<file path="config.mk">
export PLATFORM = sky130hd
export DESIGN_NAME = kaam_menu_top
export DESIGN_NICKNAME = d
export VERILOG_FILES = /design/src/core/kaam_pkg.sv /design/src/core/kaam_page_edit.sv /design/src/core/kaam_disp.sv /design/src/core/kaam_menu_top.sv
export SDC_FILE = /design/constraint.sdc
export NUM_CORES = 1
export LEC_CHECK = 0
export BUFFER_PORTS_ARGS = -buffer_cell sky130_fd_sc_hd__buf_4
export CAP_MARGIN = 5
export CORE_AREA = 4 4 76 57
export DETAILED_ROUTE_END_ITERATION = 10
export DIE_AREA = 0 0 80 61
export GPL_TIMING_DRIVEN = 1
export PLACE_DENSITY = 0.77
export SLEW_MARGIN = 40
export SYNTH_ARGS = -nofsm -noshare
export SYNTH_HDL_FRONTEND = slang
export SYNTH_SLANG_ARGS = --single-unit
</file>
<file path="constraint.sdc">
create_clock -name mclk -period 2.25 [get_ports mclk]
set_input_delay 0.3375 -clock mclk [delete_from_list [all_inputs] [get_ports mclk]]
set_output_delay 0.3375 -clock mclk [all_outputs]
set_load 0.01 [all_outputs]
</file>
<file path="src/core/kaam_pkg.sv">
// Purpose: constants, types and helpers of the keypad auto-adjust menu
// Assumes: one clock, key inputs are one-cycle press pulses
// Notes: page number is two decimal digits, tens and ones
//
// How it works
// - Mode key from outside the menu shows the menu code.
// - Page 00 picks notch tuning, page 01 vibration suppressor tuning.
// - Page 02 picks command offset, page 03 torque addition offset.
// - Entry shows a page; 00 after power-up, else the last page.
// - Cursor key moves the blinking digit between tens and ones.
// - Up increments the blinking digit, down decrements it.
// - Write on pages 00..03 shows the confirm prompt and waits.
// - Up at the confirm prompt accepts and goes to readiness check.
// - Down at the confirm prompt cancels back to page selection.
// - Executable function shows the ready prompt, awaits write or mode.
// - Not executable shows not-ready; mode returns to page selection.
// - Mode at ready cancels: tuning to finish, offset to page select.
// - Write at ready starts the function; tuning shows running display.
// - Completion shows end, or error when the function fails.
// - Mode after completion: tuning back to ready, offset to pages.
// - Mode while tuning runs aborts it and goes to finish.
// - Finish state shows the finish prompt, ending tuning.
// - Speed-torque switching control mode makes functions unavailable.
// - Test-run pages 00..04: jog, alarm reset, save, enc clr, hist clr.

package kaam_pkg;

  localparam int CLK_NS = 4;
  localparam int CODE_DWELL_NS = 1000;
  localparam int CODE_DWELL_CYC = (CODE_DWELL_NS + CLK_NS - 1) / CLK_NS;
  localparam logic [7:0] DWELL_LAST = 8'(CODE_DWELL_CYC - 1);
  localparam logic [7:0] DWELL_ZERO = 8'h00;

  localparam logic [3:0] DIG_MIN = 4'h0;
  localparam logic [3:0] DIG_MAX = 4'h9;
  localparam logic [3:0] LAST_PAGE = 4'h3;
  localparam logic [3:0] TR_LAST_PAGE = 4'h4;

  localparam logic [1:0] FN_NOTCH = 2'h0;
  localparam logic [1:0] FN_VIBR = 2'h1;
  localparam logic [1:0] FN_OFS_CMD = 2'h2;
  localparam logic [1:0] FN_OFS_TADD = 2'h3;

  // Gray codes along idle, code, page, confirm, check, ready, run, done
  typedef enum logic [3:0] {
    S_IDLE = 4'h0, S_CODE = 4'h1, S_PSEL = 4'h3, S_CONF = 4'h2,
    S_CHK = 4'h6, S_RDY = 4'h7, S_RUN = 4'h5, S_DONE = 4'h4,
    S_NRDY = 4'hC, S_FIN = 4'hD
  } kaam_state_t;

  typedef enum logic [3:0] {
    DC_BLANK = 4'h0, DC_MENU = 4'h1, DC_PAGE = 4'h2, DC_NODATA = 4'h3,
    DC_CONFIRM = 4'h4, DC_READY = 4'h5, DC_NOTRDY = 4'h6,
    DC_RUNNING = 4'h7, DC_BUSY = 4'h8, DC_END = 4'h9, DC_ERR = 4'hA,
    DC_FINISH = 4'hB
  } kaam_disp_t;

  typedef enum logic [2:0] {
    TR_NONE = 3'h0, TR_JOG = 3'h1, TR_ALM_RST = 3'h2,
    TR_SAVE_TUNE = 3'h3, TR_ENC_CLR = 3'h4, TR_HIST_CLR = 3'h5
  } kaam_trun_t;

  function automatic logic [3:0] dig_inc(input logic [3:0] d);
    return (d >= DIG_MAX) ? DIG_MIN : 4'(d + 4'h1);
  endfunction : dig_inc

  function automatic logic [3:0] dig_dec(input logic [3:0] d);
    return (d == DIG_MIN || d > DIG_MAX) ? DIG_MAX : 4'(d - 4'h1);
  endfunction : dig_dec

  function automatic logic is_tuning(input logic [1:0] fn);
    return (fn == FN_NOTCH) || (fn == FN_VIBR);
  endfunction : is_tuning

  function automatic kaam_trun_t trun_map(input logic [3:0] tens,
                                          input logic [3:0] ones);
    if (tens != DIG_MIN || ones > TR_LAST_PAGE) begin
      return TR_NONE;
    end
    return kaam_trun_t'(3'(ones) + 3'h1);
  endfunction : trun_map

endpackage : kaam_pkg

</file>
<file path="src/core/kaam_page_edit.sv">
// Purpose: two-digit page number editor with blinking digit cursor
// Assumes: keys are one-cycle pulses, en high only during page selection
// Notes: digits keep their value while not editing, so the page is remembered
`timescale 1ns/100ps
`default_nettype none

module kaam_page_edit
  import kaam_pkg::*;
(
  // Clock and reset
  input wire logic mclk,
  input wire logic rst,
  // Keys
  input wire logic en,
  input wire logic key_cursor,
  input wire logic key_up,
  input wire logic key_down,
  // Page digits
  output logic [3:0] tens_o,
  output logic [3:0] ones_o,
  output logic blink_tens_o
);

  logic [3:0] tens_ff;
  logic [3:0] ones_ff;
  logic blink_ff;

  wire logic [3:0] cur_dig = blink_ff ? tens_ff : ones_ff;
  wire logic [3:0] new_dig = key_up ? dig_inc(cur_dig) : dig_dec(cur_dig);
  wire logic step = en && (key_up || key_down);
  wire logic [3:0] nxt_tens = (step && blink_ff) ? new_dig : tens_ff;
  wire logic [3:0] nxt_ones = (step && !blink_ff) ? new_dig : ones_ff;
  wire logic nxt_blink = (en && key_cursor) ? !blink_ff : blink_ff;

  always_ff @(posedge mclk) begin
    if (rst) begin
      tens_ff <= DIG_MIN;
      ones_ff <= DIG_MIN;
      blink_ff <= 1'b0;
    end else begin
      tens_ff <= nxt_tens;
      ones_ff <= nxt_ones;
      blink_ff <= nxt_blink;
    end
  end

  assign tens_o = tens_ff;
  assign ones_o = ones_ff;
  assign blink_tens_o = blink_ff;
endmodule : kaam_page_edit

`default_nettype wire

</file>
<file path="src/core/kaam_disp.sv">
// Purpose: registered seven-segment display code for the menu
// Assumes: state and flags come from the menu controller
// Notes: the code appears one clock after the state that selects it
`timescale 1ns/100ps
`default_nettype none

module kaam_disp
  import kaam_pkg::*;
(
  // Clock and reset
  input wire logic mclk,
  input wire logic rst,
  // Menu status
  input wire kaam_state_t st,
  input wire logic tune,
  input wire logic err,
  input wire logic page_ok,
  // Display
  output kaam_disp_t disp_code_o
);

  kaam_disp_t code_ff;
  kaam_disp_t nxt_code;

  always_comb begin
    case (st)
      S_CODE: nxt_code = DC_MENU;
      S_PSEL: nxt_code = page_ok ? DC_PAGE : DC_NODATA;
      S_CONF: nxt_code = DC_CONFIRM;
      S_RDY: nxt_code = DC_READY;
      S_NRDY: nxt_code = DC_NOTRDY;
      S_RUN: nxt_code = tune ? DC_RUNNING : DC_BUSY;
      S_DONE: nxt_code = err ? DC_ERR : DC_END;
      S_FIN: nxt_code = DC_FINISH;
      default: nxt_code = DC_BLANK;
    endcase
  end

  always_ff @(posedge mclk) begin
    if (rst) begin
      code_ff <= DC_BLANK;
    end else begin
      code_ff <= nxt_code;
    end
  end

  assign disp_code_o = code_ff;
endmodule : kaam_disp

`default_nettype wire

</file>
<file path="src/core/kaam_menu_top.sv">
// Purpose: auto-adjust menu controller of the front-panel keypad
// Assumes: key inputs are one-cycle pulses synchronous to mclk
// Notes: mode key beats write, up beats down; up and down still step the page digit with mode or write
`timescale 1ns/100ps
`default_nettype none

module kaam_menu_top
  import kaam_pkg::*;
(
  // Clock and reset
  input wire logic mclk,
  input wire logic rst,
  // Keypad
  input wire logic key_mode,
  input wire logic key_cursor,
  input wire logic key_up,
  input wire logic key_down,
  input wire logic key_wr,
  // Amplifier status
  input wire logic fn_ready,
  input wire logic ctrl_vt_switch,
  input wire logic fn_done,
  input wire logic fn_fail,
  // Function control
  output logic fn_start,
  output logic fn_abort,
  output logic [1:0] fn_sel,
  // Display
  output kaam_disp_t disp_code,
  output logic [3:0] disp_tens,
  output logic [3:0] disp_ones,
  output logic blink_tens,
  output logic menu_active,
  // Test-run page map
  output kaam_trun_t trun_func
);

  kaam_state_t st_ff;
  kaam_state_t nxt_st;
  logic [7:0] dwell_ff;
  logic [1:0] sel_ff;
  logic err_ff;
  logic start_ff;
  logic abort_ff;
  kaam_trun_t trun_ff;
  logic [3:0] tens;
  logic [3:0] ones;

  // Decoded conditions
  wire logic in_psel = (st_ff == S_PSEL);
  wire logic page_ok = (tens == DIG_MIN) && (ones <= LAST_PAGE);
  wire logic [1:0] page_fn = ones[1:0];
  wire logic tune = is_tuning(sel_ff);
  wire logic fn_ok = fn_ready && !ctrl_vt_switch;
  wire logic dwell_end = (dwell_ff == DWELL_LAST);
  wire logic take_wr = key_wr && !key_mode;
  wire logic take_up = key_up && !key_mode && !key_wr;
  wire logic take_down = key_down && !key_mode && !key_wr && !key_up;

  kaam_page_edit u_page (
    .mclk(mclk),
    .rst(rst),
    .en(in_psel),
    .key_cursor(key_cursor),
    .key_up(key_up),
    .key_down(key_down),
    .tens_o(tens),
    .ones_o(ones),
    .blink_tens_o(blink_tens)
  );

  kaam_disp u_disp (
    .mclk(mclk),
    .rst(rst),
    .st(st_ff),
    .tune(tune),
    .err(err_ff),
    .page_ok(page_ok),
    .disp_code_o(disp_code)
  );

  always_comb begin
    nxt_st = st_ff;
    case (st_ff)
      S_IDLE: begin
        if (key_mode) begin
          nxt_st = S_CODE;
        end
      end
      S_CODE: begin
        if (dwell_end) begin
          nxt_st = S_PSEL;
        end
      end
      S_PSEL: begin
        if (key_mode) begin
          nxt_st = S_IDLE;
        end else if (key_wr && page_ok) begin
          nxt_st = S_CONF;
        end
      end
      S_CONF: begin
        if (key_up) begin
          nxt_st = S_CHK;
        end else if (key_down) begin
          nxt_st = S_PSEL;
        end
      end
      S_CHK: begin
        nxt_st = fn_ok ? S_RDY : S_NRDY;
      end
      S_NRDY: begin
        if (key_mode) begin
          nxt_st = S_PSEL;
        end
      end
      S_RDY: begin
        if (key_mode) begin
          nxt_st = tune ? S_FIN : S_PSEL;
        end else if (key_wr) begin
          nxt_st = S_RUN;
        end
      end
      S_RUN: begin
        if (key_mode && tune) begin
          nxt_st = S_FIN;
        end else if (fn_done) begin
          nxt_st = S_DONE;
        end
      end
      S_DONE: begin
        if (key_mode) begin
          nxt_st = tune ? S_RDY : S_PSEL;
        end
      end
      S_FIN: begin
        if (key_mode) begin
          nxt_st = S_PSEL;
        end
      end
      default: nxt_st = S_IDLE;
    endcase
  end

  // Register next values
  wire logic [7:0] nxt_dwell =
    (st_ff == S_CODE && !dwell_end) ? 8'(dwell_ff + 8'h01) : DWELL_ZERO;
  wire logic [1:0] nxt_sel =
    (in_psel && take_wr && page_ok) ? page_fn : sel_ff;
  wire logic nxt_err = (st_ff == S_RUN && fn_done) ? fn_fail : err_ff;
  wire logic nxt_start = (st_ff == S_RDY) && take_wr;
  wire logic nxt_abort = (st_ff == S_RUN) && key_mode && tune;
  wire kaam_trun_t nxt_trun = trun_map(tens, ones);

  always_ff @(posedge mclk) begin
    if (rst) begin
      st_ff <= S_IDLE;
      dwell_ff <= DWELL_ZERO;
      sel_ff <= FN_NOTCH;
      err_ff <= 1'b0;
    end else begin
      st_ff <= nxt_st;
      dwell_ff <= nxt_dwell;
      sel_ff <= nxt_sel;
      err_ff <= nxt_err;
    end
  end

  always_ff @(posedge mclk) begin
    if (rst) begin
      start_ff <= 1'b0;
      abort_ff <= 1'b0;
      trun_ff <= TR_NONE;
    end else begin
      start_ff <= nxt_start;
      abort_ff <= nxt_abort;
      trun_ff <= nxt_trun;
    end
  end

  assign fn_start = start_ff;
  assign fn_abort = abort_ff;
  assign fn_sel = sel_ff;
  assign disp_tens = tens;
  assign disp_ones = ones;
  assign menu_active = (st_ff != S_IDLE);
  assign trun_func = trun_ff;
endmodule : kaam_menu_top

`default_nettype wire

</file>
==> flow_summary_export.csv, run 1 <==
group,metric,value,unit
status,outcome,"completed",
die,die_x,80,um
pwr,ir_drop,0.611,mV
synth,ys_warn_count,0,
critical_path,path_cells,"mux2i_4, inv_1, ha_1, o211ai_1, mux2i_1, o21a_1, a211oi_1",
finish,areaGrowthSynthToFinish,19.6,%
clock_tree,clk_pin_slew,0.08,ns
timing,tns,0,ns
timing,rsz0062_at_grt,"false",
pwr,swShare,36.2,%
synth,synth_top_area_share,34.0,%
timing,tightest_slew,0.645,ns
pwr,power.switching,743,uW
pwr,clkPwrFrac,27.6,%
clock_tree,cts_buffer_depth,2,
synth,ys_ff_latch,33,
synth,synthTopCellsByArea,"dfxtp_1, nor2_1, ha_1",
drt,wl,4540,um
placement,portBuffers,31,
synth,syn-instance-count,235,
synth,yosys.area.top_type,"dfxtp_1",
timing,relSlewSlack,56.3,%
die,start_util,55.2,%
critical_path,worst_setup_path_start_kind,"register",
timing,drv_slew,0,
finish,design_area,0.00232,mm^2
die,rows,18,
drt,first_pass_iters,4,
grt,track_usage,20.1,%
pwr,leakage,0.000913,uW
grt,grt_pass1_wl,7550,um
drt,num_vias,1774,
drt,via_per_inst,5.69,
grt,grt_overflow,0,
synth,synth_edf_count,0,
synth,synthTopCellsByCount,"dfxtp_1, nor2_1, nand2_1",
finish,antenna_cells,0,
placement,dpl.hpwl,3240,um
timing,min_period,2.02,ns
drt,first_iter_violations,169,
synth,async_reset_ff_share,0,%
die,io_pins,32,
placement,dp.cells,304,
critical_path,required,2.46,ns
run,cap_violations,0,
placement,dpl_cell_area,0.00218,mm^2
critical_path,cp.buffers_inverters,1,
clock_tree,hold_buffers,0,
finish,instances_no_fill,312,
critical_path,rrSetupSlack,0.23,ns
timing,timing.final.crit_share,89.8,%
critical_path,cp.arrival,2.23,ns
synth,yosys_most_used_dff,"dfxtp_1",
die,die_h,61,um
timing,setup_viol,0,
timing,fin_hold_ws,0.281,ns
timing,hold_viol_final,0,
drt,ant_nets,0,
placement,place_congestion,0.942,
die,core_area,0.00351,mm^2
clock_tree,clock-root-buffer,"clkbuf_8",
critical_path,cp_top_family,"compound AO/OA/AOI/OAI gates",
clock_tree,numClockSinks,33,
critical_path,max_stage_delay,0.45,ns
pwr,power_density,885,mW/mm^2
clock_tree,insertion_delay,0.30,ns
pwr,combPwrFrac,35.4,%
synth,synthesis.area,0.00194,mm^2
drt,drc,0,
synth,syn_area_per_cell,8.26,um^2
clock_tree,numCtsBuffers,5,
synth,seq_area_frac_synth,34.0,%
grt,grt_pass1_vias,1618,
drt,wire_per_inst,14.5,um
pwr,internal_power,1310,uW
die,die-area,0.00488,mm^2
grt,grt_max_degree,22,
worst_hold_path,holdCritPathClass,"input port to register",
timing,fmax,0.495,GHz
grt,antenna_found_initial,0,
synth,yosys.cell_types.count,54,
clock_tree,tritoncts,"done",
critical_path,endpoint_kind,"register",
finish,nets,280,
finish,drive_gt1_share,20.6,%
critical_path,slowest_stage,"dfxtp_2",
clock_tree,h-tree-depth,2,
pwr,power_frac_seq,37.0,%
critical_path,critPathKind,"register to register",
synth,synth.net_count,254,
clock_tree,postCtsSetupRepairBufs,0,
timing,skew,0.00800,ns
pwr,finalPower,2050,uW
critical_path,critPathMaxFanout,6,
==> cell type report <==
type                       count  area, um^2
inverter                      13        48.8
fill                         304        1190
clock buffer                   5        68.8
multi-input combinational    174        1180
tap                           50        62.6
clock inverter                 3        46.3
timing repair buffer          34         255
sequential                    33         662
==> logic make-up after synthesis <==
family                     Yosys count  share of synthesized area [%]
xor gates and xnor gates             9                           4.06
and+or+nand+nor                     91                           24.9
adders and majority gates            8                           5.16
buffers and inverters               28                           6.58
DFF                                 33                           34.0
AOI/OAI and AO/OA                   56                           19.3
muxes                               10                           5.93
==> timing repair <==
action,4_1_cts,5_1_grt
hold endpoints to repair,0,0
gates resized for setup,0,5
setup endpoints to repair,0,7
==> per-stage QoR <==
| step | setup WS (ns) | utilization (%) |
|---|---|---|
| 2_1_floorplan | 0.200 | - |
| 5_1_grt | 0.0885 | 66.1 |
| 3_5_place_dp | 0.0575 | 62.0 |
| 4_1_cts | 0.0488 | 65.3 |
| 6_report | 0.230 | 66.1 |
| 3_3_place_gp | 0.200 | 62.0 |
==> tightest hold or removal path: stages <==
cell and delay [ns]:
buf_4 0.08, mux2i_1 0.06, nor2_1 0.07
==> registers in the layout, indices dropped and copies added (netlist names) <==
name,count
dwell_ff,8
err_ff,1
fn_abort,1
fn_sel,2
fn_start,1
st_ff,4
trun_func,3
u_disp.disp_code_o,4
u_page.blink_tens_o,1
u_page.ones_o,4
u_page.tens_o,4
==> routing by layer <==
layer,wire length (um),part of all wire [%],global-route usage (%),vias up
met2,1970,43,30.5,52
li1,-,-,-,891
met4,67,1.5,7.95,0
met5,0,0,0,-
met1,2260,50,28.0,824
met3,238,5.2,4.60,7
==> cell usage in the layout, fill, tap and decap left out, types with 2 or more instances in the layout <==
cell type	count
nor2b_1	4
nor2_1	33
nor4b_1	2
a21bo_2	2
a211oi_1	10
o22ai_1	3
o211ai_1	2
xnor2_1	6
a31oi_1	3
or3_1	4
mux2i_1	5
nand3_1	6
buf_4	34
a21oi_1	12
nor3_1	4
nand3b_1	2
o21ai_0	9
dfxtp_1	32
nand2_1	14
inv_1	13
mux2_2	2
nor4_1	5
ha_1	8
clkbuf_8	5
mux2i_4	3
nand2b_1	5
and3_1	2
a211o_1	2
xor2_1	3
==> power groups by stage <==
stage / Clock, uW / Sequential, uW / Combinational [uW]
floorplan: 0 / 692 / 596
detailed placement: 0 / 764 / 706
finish: 567 / 759 / 727
CTS: 572 / 750 / 716
global placement: 0 / 762 / 691
global route: 599 / 771 / 807
==> worst paths after layout <==
kind                            cells past startpoint           startpoint          endpoint
worst min register to register                      1          dwell_ff[0]       dwell_ff[0]
worst min-delay path                                3              fn_fail            err_ff
worst max-delay path                                7  u_page.blink_tens_o  u_page.ones_o[3]
worst max register to register                      7  u_page.blink_tens_o  u_page.ones_o[3]
No activity file was read; power rests on OpenSTA's default activity.
==> inputs of run 2 (changes only) <==
- ABC_AREA: unset -> 1
- PLACE_DENSITY: 0.77 -> 0.78
==> flow_summary_export.csv, run 2 <==
group,metric,value,unit
synth,async_reset_ff_share,0,%
drt,ant_nets,0,
critical_path,critPathMaxFanout,8,
synth,yosys.area.top_type,"dfxtp_1",
die,start_util,56.0,%
placement,dp.cells,381,
synth,synth_edf_count,0,
critical_path,endpoint_kind,"register",
synth,syn-instance-count,302,
clock_tree,tritoncts,"done",
placement,portBuffers,31,
clock_tree,h-tree-depth,2,
timing,tightest_slew,0.285,ns
finish,drive_gt1_share,17.4,%
synth,synthTopCellsByCount,"nand2_1, nor2_1, inv_1",
grt,grt_pass1_vias,1749,
critical_path,cp.buffers_inverters,4,
timing,rsz0062_at_grt,"false",
timing,min_period,2.02,ns
drt,wire_per_inst,12.3,um
clock_tree,insertion_delay,0.28,ns
drt,first_pass_iters,4,
grt,track_usage,21.3,%
placement,place_congestion,0.945,
drt,num_vias,2006,
die,io_pins,32,
pwr,ir_drop,0.625,mV
finish,design_area,0.00233,mm^2
critical_path,max_stage_delay,0.35,ns
synth,yosysMostFrequentCell,"nand2_1",
critical_path,rrSetupSlack,0.23,ns
synth,synthTopCellsByArea,"dfxtp_1, nand2_1, nor2_1",
grt,grt_overflow,0,
clock_tree,numClockSinks,33,
grt,antenna_found_initial,0,
pwr,leakage,0.00114,uW
critical_path,reg2reg_from,"u_page.blink_tens_o",
finish,regMostFlops,"dwell_ff",
worst_hold_path,hold_depth,2,
critical_path,cp.arrival,2.21,ns
timing,hold_viol_final,0,
finish,fillers,327,
timing,tns,0,ns
placement,dpl_cell_area,0.00225,mm^2
finish,final_cell_mix,"nand2_1, nor2_1, inv_1",
finish,layout_commonest_cell,"nand2_1",
timing,setup_slack,0.226,ns
worst_hold_path,whs_endpoint,"fn_start",
pwr,power_density,931,mW/mm^2
synth,yosys_most_used_dff,"dfxtp_1",
placement,pre_cts_slack,0.316,ns
status,outcome,"completed",
synth,syn_area_per_cell,6.51,um^2
clock_tree,cts.repair.resized,0,
finish,instances_no_fill,389,
timing,fmax,0.494,GHz
critical_path,required,2.43,ns
grt,grt_max_degree,20,
critical_path,path_cells,"inv_4, nand2_1, nand2_1, inv_1, ha_1, or2_2, nand2_1, nand2_1, nand2_1, inv_2, nand3_1, nand3_1, nand2_1, inv_1",
timing,relSlewSlack,81.0,%
critical_path,reg2reg_to,"u_page.ones_o[2]",
critical_path,critPathKind,"register to register",
synth,synth_top_area_share,33.6,%
critical_path,worst_setup_path_start_kind,"register",
timing,timing.final.crit_share,90.0,%
finish,regArea,661,um^2
drt,wl,4770,um
finish,antenna_cells,0,
die,die_h,61,um
timing,skew,0.00794,ns
clock_tree,numCtsBuffers,5,
finish,areaGrowthSynthToFinish,18.6,%
clock_tree,postCtsSetupRepairBufs,0,
drt,first_iter_violations,140,
timing,setup_viol,0,
finish,nets,357,
clock_tree,clock-root-buffer,"clkbuf_8",
run,cap_violations,0,
critical_path,crit_top_cell,"nand2_1",
critical_path,reg2reg_depth,14,
critical_path,slowest_stage,"dfxtp_1",
synth,ys_ff_latch,33,
pwr,finalPower,2170,uW
critical_path,cp_top_family,"simple AND/OR/NAND/NOR gates",
synth,synthesis.area,0.00197,mm^2
die,rows,18,
grt,grt_pass1_wl,7880,um
die,die_x,80,um
synth,yosys.cell_types.count,32,
clock_tree,hold_buffers,0,
synth,ys_warn_count,0,
drt,drc,0,
die,core_area,0.00351,mm^2
placement,dpl.hpwl,3710,um
timing,drv_slew,0,
worst_hold_path,worstHoldStart,"key_mode",
synth,seq_area_frac_synth,33.6,%
worst_hold_path,holdCritPathClass,"input port to register",
drt,via_per_inst,5.16,
finish,largest_reg_flops,8,
clock_tree,clk_pin_slew,0.06,ns
die,die-area,0.00488,mm^2
finish,multi_input_area,0.00112,mm^2
clock_tree,cts_buffer_depth,2,
synth,synth.net_count,321,
## run 2: cell types whose count changed after synthesis, sizes merged, moves of 5 or more
cell / before / now
nor2: 33 / 47
inv: 13 / 45
buf: 9 / 1
nand2: 14 / 81
a21oi: 12 / 20
nand3: 6 / 28
nand2b: 5 / 0
a211oi: 10 / 0
mux2i: 8 / 0
## run 2: area by class of cell
cell class	count	area share (%)
well taps	50	2.68
repair buffers	32	10.3
clock buffers	6	3.11
inverters	45	7.35
clock inverters	2	0.429
flip-flops and latches	33	28.3
multi-input cells	221	47.8
## run 2: worst max path at each step
| stage | startpoint | end | cells after the start |
|---|---|---|---|
| 2_1_floorplan | u_page.blink_tens_o | u_page.ones_o[1] | 15 |
| 3_3_place_gp | u_page.blink_tens_o | u_page.tens_o[1] | 14 |
| 3_5_place_dp | u_page.blink_tens_o | u_page.tens_o[1] | 14 |
| 4_1_cts | u_page.blink_tens_o | u_page.ones_o[2] | 14 |
| 5_1_grt | u_page.blink_tens_o | u_page.ones_o[2] | 14 |
| 6_report | u_page.blink_tens_o | u_page.ones_o[2] | 14 |
## run 2: cell families (layout without fill, tap and decap cells)
logic type / Yosys count / in the layout / synth area share [%]
AO/OA/AOI/OAI: 34 / 34 / 9.67
XOR/XNOR: 6 / 6 / 2.67
adder cells (fa/ha/maj): 8 / 8 / 5.09
buffers and inverters: 48 / 85 / 9.67
flip-flops: 33 / 33 / 33.6
AND/OR/NAND/NOR: 173 / 173 / 39.3
## run 2: stage by stage
stage	util, %	hold WS [ns]
2_1_floorplan	-	0.416
3_3_place_gp	64.1	0.442
3_5_place_dp	64.1	0.443
4_1_cts	66.4	0.286
5_1_grt	66.4	0.300
6_report	66.4	0.295
## run 2: where the power goes
part / internal [uW] / switching (uW)
logic: 367 / 661
registers: 659 / 72.3
clock network: 214 / 200
total: 1240 / 933
## run 2: metal layers
metal,track usage [%],up-vias,wire (um)
li1,-,1031,-
met1,30.3,876,2310
met2,29.2,90,1800
met3,8.16,9,591
met4,7.71,0,78
met5,0,-,0
==> inputs of run 3 (changes only) <==
- CORE_AREA: 4 4 76 57 -> 4 4 99 73
- DIE_AREA: 0 0 80 61 -> 0 0 103 77
- PLACE_DENSITY: 0.78 -> unset
- clock period: 2.25 -> 2.1 ns (I/O delays scaled with it)
==> flow_summary_export.csv, run 3 (synthesized netlist as in run 2, its figures left out) <==
group,metric,value,unit
pwr,power_frac_seq,33.0,%
die,start_util,31.8,%
pwr,combPwrFrac,47.1,%
clock_tree,insertion_delay,0.28,ns
die,die_h,77,um
clock_tree,clock-root-buffer,"clkbuf_8",
grt,grt_overflow,0,
finish,multi_input_area,0.00112,mm^2
timing,min_period,1.91,ns
critical_path,required,2.33,ns
die,rows,24,
run,cap_violations,0,
critical_path,cp.arrival,2.14,ns
finish,antenna_cells,0,
critical_path,reg2reg_from,"u_page.blink_tens_o",
grt,grt_pass1_vias,1713,
clock_tree,h-tree-depth,2,
drt,ant_nets,0,
clock_tree,tritoncts,"done",
pwr,power_density,993,mW/mm^2
critical_path,path_cells,"buf_4, nand2_1, nand2_1, ha_1, or2_2, nand2_1, nand2_1, nand2_1, inv_2, nand2_1, nand2_1, nand3_1, nand2_1, inv_1",
finish,regArea,661,um^2
drt,first_pass_iters,4,
critical_path,critPathMaxFanout,7,
status,outcome,"completed",
placement,pre_cts_slack,0.139,ns
timing,fmax,0.523,GHz
drt,drc,0,
worst_hold_path,whs_endpoint,"fn_start",
finish,fin_util,38.5,%
die,die_x,103,um
placement,dpl_cell_area,0.00229,mm^2
critical_path,cp.buffers_inverters,3,
finish,areaGrowthSynthToFinish,21.0,%
drt,via_per_inst,4.69,
finish,nets,357,
critical_path,max_stage_delay,0.36,ns
clock_tree,cts_buffer_depth,2,
timing,tns,0,ns
timing,timing.final.crit_share,91.0,%
drt,first_iter_violations,121,
worst_hold_path,worstHoldStart,"key_mode",
critical_path,cp_top_family,"simple AND/OR/NAND/NOR gates",
timing,hold_viol_final,0,
finish,drive_gt1_share,18.0,%
clock_tree,clk_pin_slew,0.07,ns
clock_tree,numCtsBuffers,5,
grt,grt_max_degree,20,
die,io_pins,32,
critical_path,reg2reg_to,"u_page.tens_o[3]",
pwr,power.switching,1030,uW
clock_tree,hold_buffers,0,
timing,setup_viol,0,
critical_path,rrSetupSlack,0.19,ns
clock_tree,numClockSinks,33,
timing,tightest_slew,0.296,ns
timing,setup_slack,0.189,ns
critical_path,worst_setup_path_start_kind,"register",
die,core_area,0.00619,mm^2
drt,wire_per_inst,12.2,um
grt,grt_pass1_wl,8470,um
timing,skew,0.00802,ns
clock_tree,postCtsSetupRepairBufs,0,
drt,wl,5100,um
timing,rsz0062_at_grt,"false",
timing,relSlewSlack,80.2,%
finish,regMostFlops,"dwell_ff",
critical_path,slowest_stage,"dfxtp_1",
critical_path,reg2reg_depth,14,
worst_hold_path,hold_depth,2,
finish,final_cell_mix,"nand2_1, nor2_1, inv_1",
placement,place_congestion,0.944,
critical_path,critPathKind,"register to register",
critical_path,endpoint_kind,"register",
timing,fin_hold_ws,0.283,ns
pwr,ir_drop,0.426,mV
finish,fillers,685,
worst_hold_path,holdCritPathClass,"input port to register",
pwr,swShare,43.7,%
finish,largest_reg_flops,8,
critical_path,crit_top_cell,"nand2_1",
placement,dpl.hpwl,4020,um
grt,antenna_found_initial,0,
drt,num_vias,1954,
placement,portBuffers,31,
die,die-area,0.00793,mm^2
pwr,internal_power,1330,uW
pwr,leakage,0.00114,uW
grt,track_usage,13.5,%
finish,layout_commonest_cell,"nand2_1",
pwr,clkPwrFrac,20.0,%
finish,design_area,0.00238,mm^2
timing,drv_slew,0,
-- run 3: cell count changes in the layout (fill, tap and decap cells not counted), sizes merged --
| cell | delta |
|---|---|
| clkbuf | -1 |
| clkinvlp | +1 |
-- run 3: final cells by class --
type | count | share of cell area, %
multi-input combinational | 221 | 47.2
sequential | 33 | 27.8
timing repair buffer | 32 | 10.1
inverter | 45 | 7.20
tap | 78 | 4.10
clock buffer | 5 | 2.89
clock inverter | 3 | 0.736
-- run 3: layer usage --
metal  global-route usage, %  wire, um  vias to the layer above
li1                        -         -                     1030
met1                    21.0      2740                      872
met2                    17.7      1950                       48
met3                    3.45       336                        4
met4                    4.53        68                        0
met5                       0         0                        -
-- run 3: what timing repair did --
action,CTS,global route
endpoints found under the hold margin,0,0
endpoints found under the setup margin,0,7
gates resized for setup,0,2
-- run 3: worst reg2reg max path, cell delays in order, from the launching register on --
cell     delay, ns
dfxtp_1       0.36
buf_4         0.19
nand2_1       0.07
nand2_1       0.13
ha_1          0.27
or2_2         0.28
nand2_1       0.06
nand2_1       0.05
nand2_1       0.10
inv_2         0.05
nand2_1       0.06
nand2_1       0.06
nand3_1       0.09
nand2_1       0.06
inv_1         0.05
-- run 3: power groups by stage --
stage | clock [uW] | sequential [uW] | combinational, uW
2_1_floorplan | 0 | 799 | 774
3_3_place_gp | 0 | 792 | 1090
3_5_place_dp | 0 | 794 | 1100
4_1_cts | 490 | 779 | 1100
5_1_grt | 528 | 793 | 1280
6_report | 471 | 779 | 1110
-- run 3: worst max path at each step --
| stage | from | depth (start not counted) | end | slack (ns) |
|---|---|---|---|---|
| finish | u_page.blink_tens_o | 14 | u_page.tens_o[3] | 0.19 |
| global route | u_page.blink_tens_o | 14 | u_page.ones_o[3] | 0.003 |
| floorplan | u_page.blink_tens_o | 15 | u_page.ones_o[1] | 0.22 |
| global placement | u_page.blink_tens_o | 14 | u_page.tens_o[1] | 0.20 |
| CTS | u_page.blink_tens_o | 15 | u_page.tens_o[3] | 0.12 |
| detailed placement | u_page.blink_tens_o | 15 | u_page.tens_o[3] | 0.14 |
-- run 3: per-stage QoR --
stage | std cells | total power [uW]
6_report | 417 | 2360
5_1_grt | 417 | 2600
4_1_cts | 417 | 2370
3_5_place_dp | 409 | 1890
3_3_place_gp | 409 | 1880
2_1_floorplan | 302 | 1570
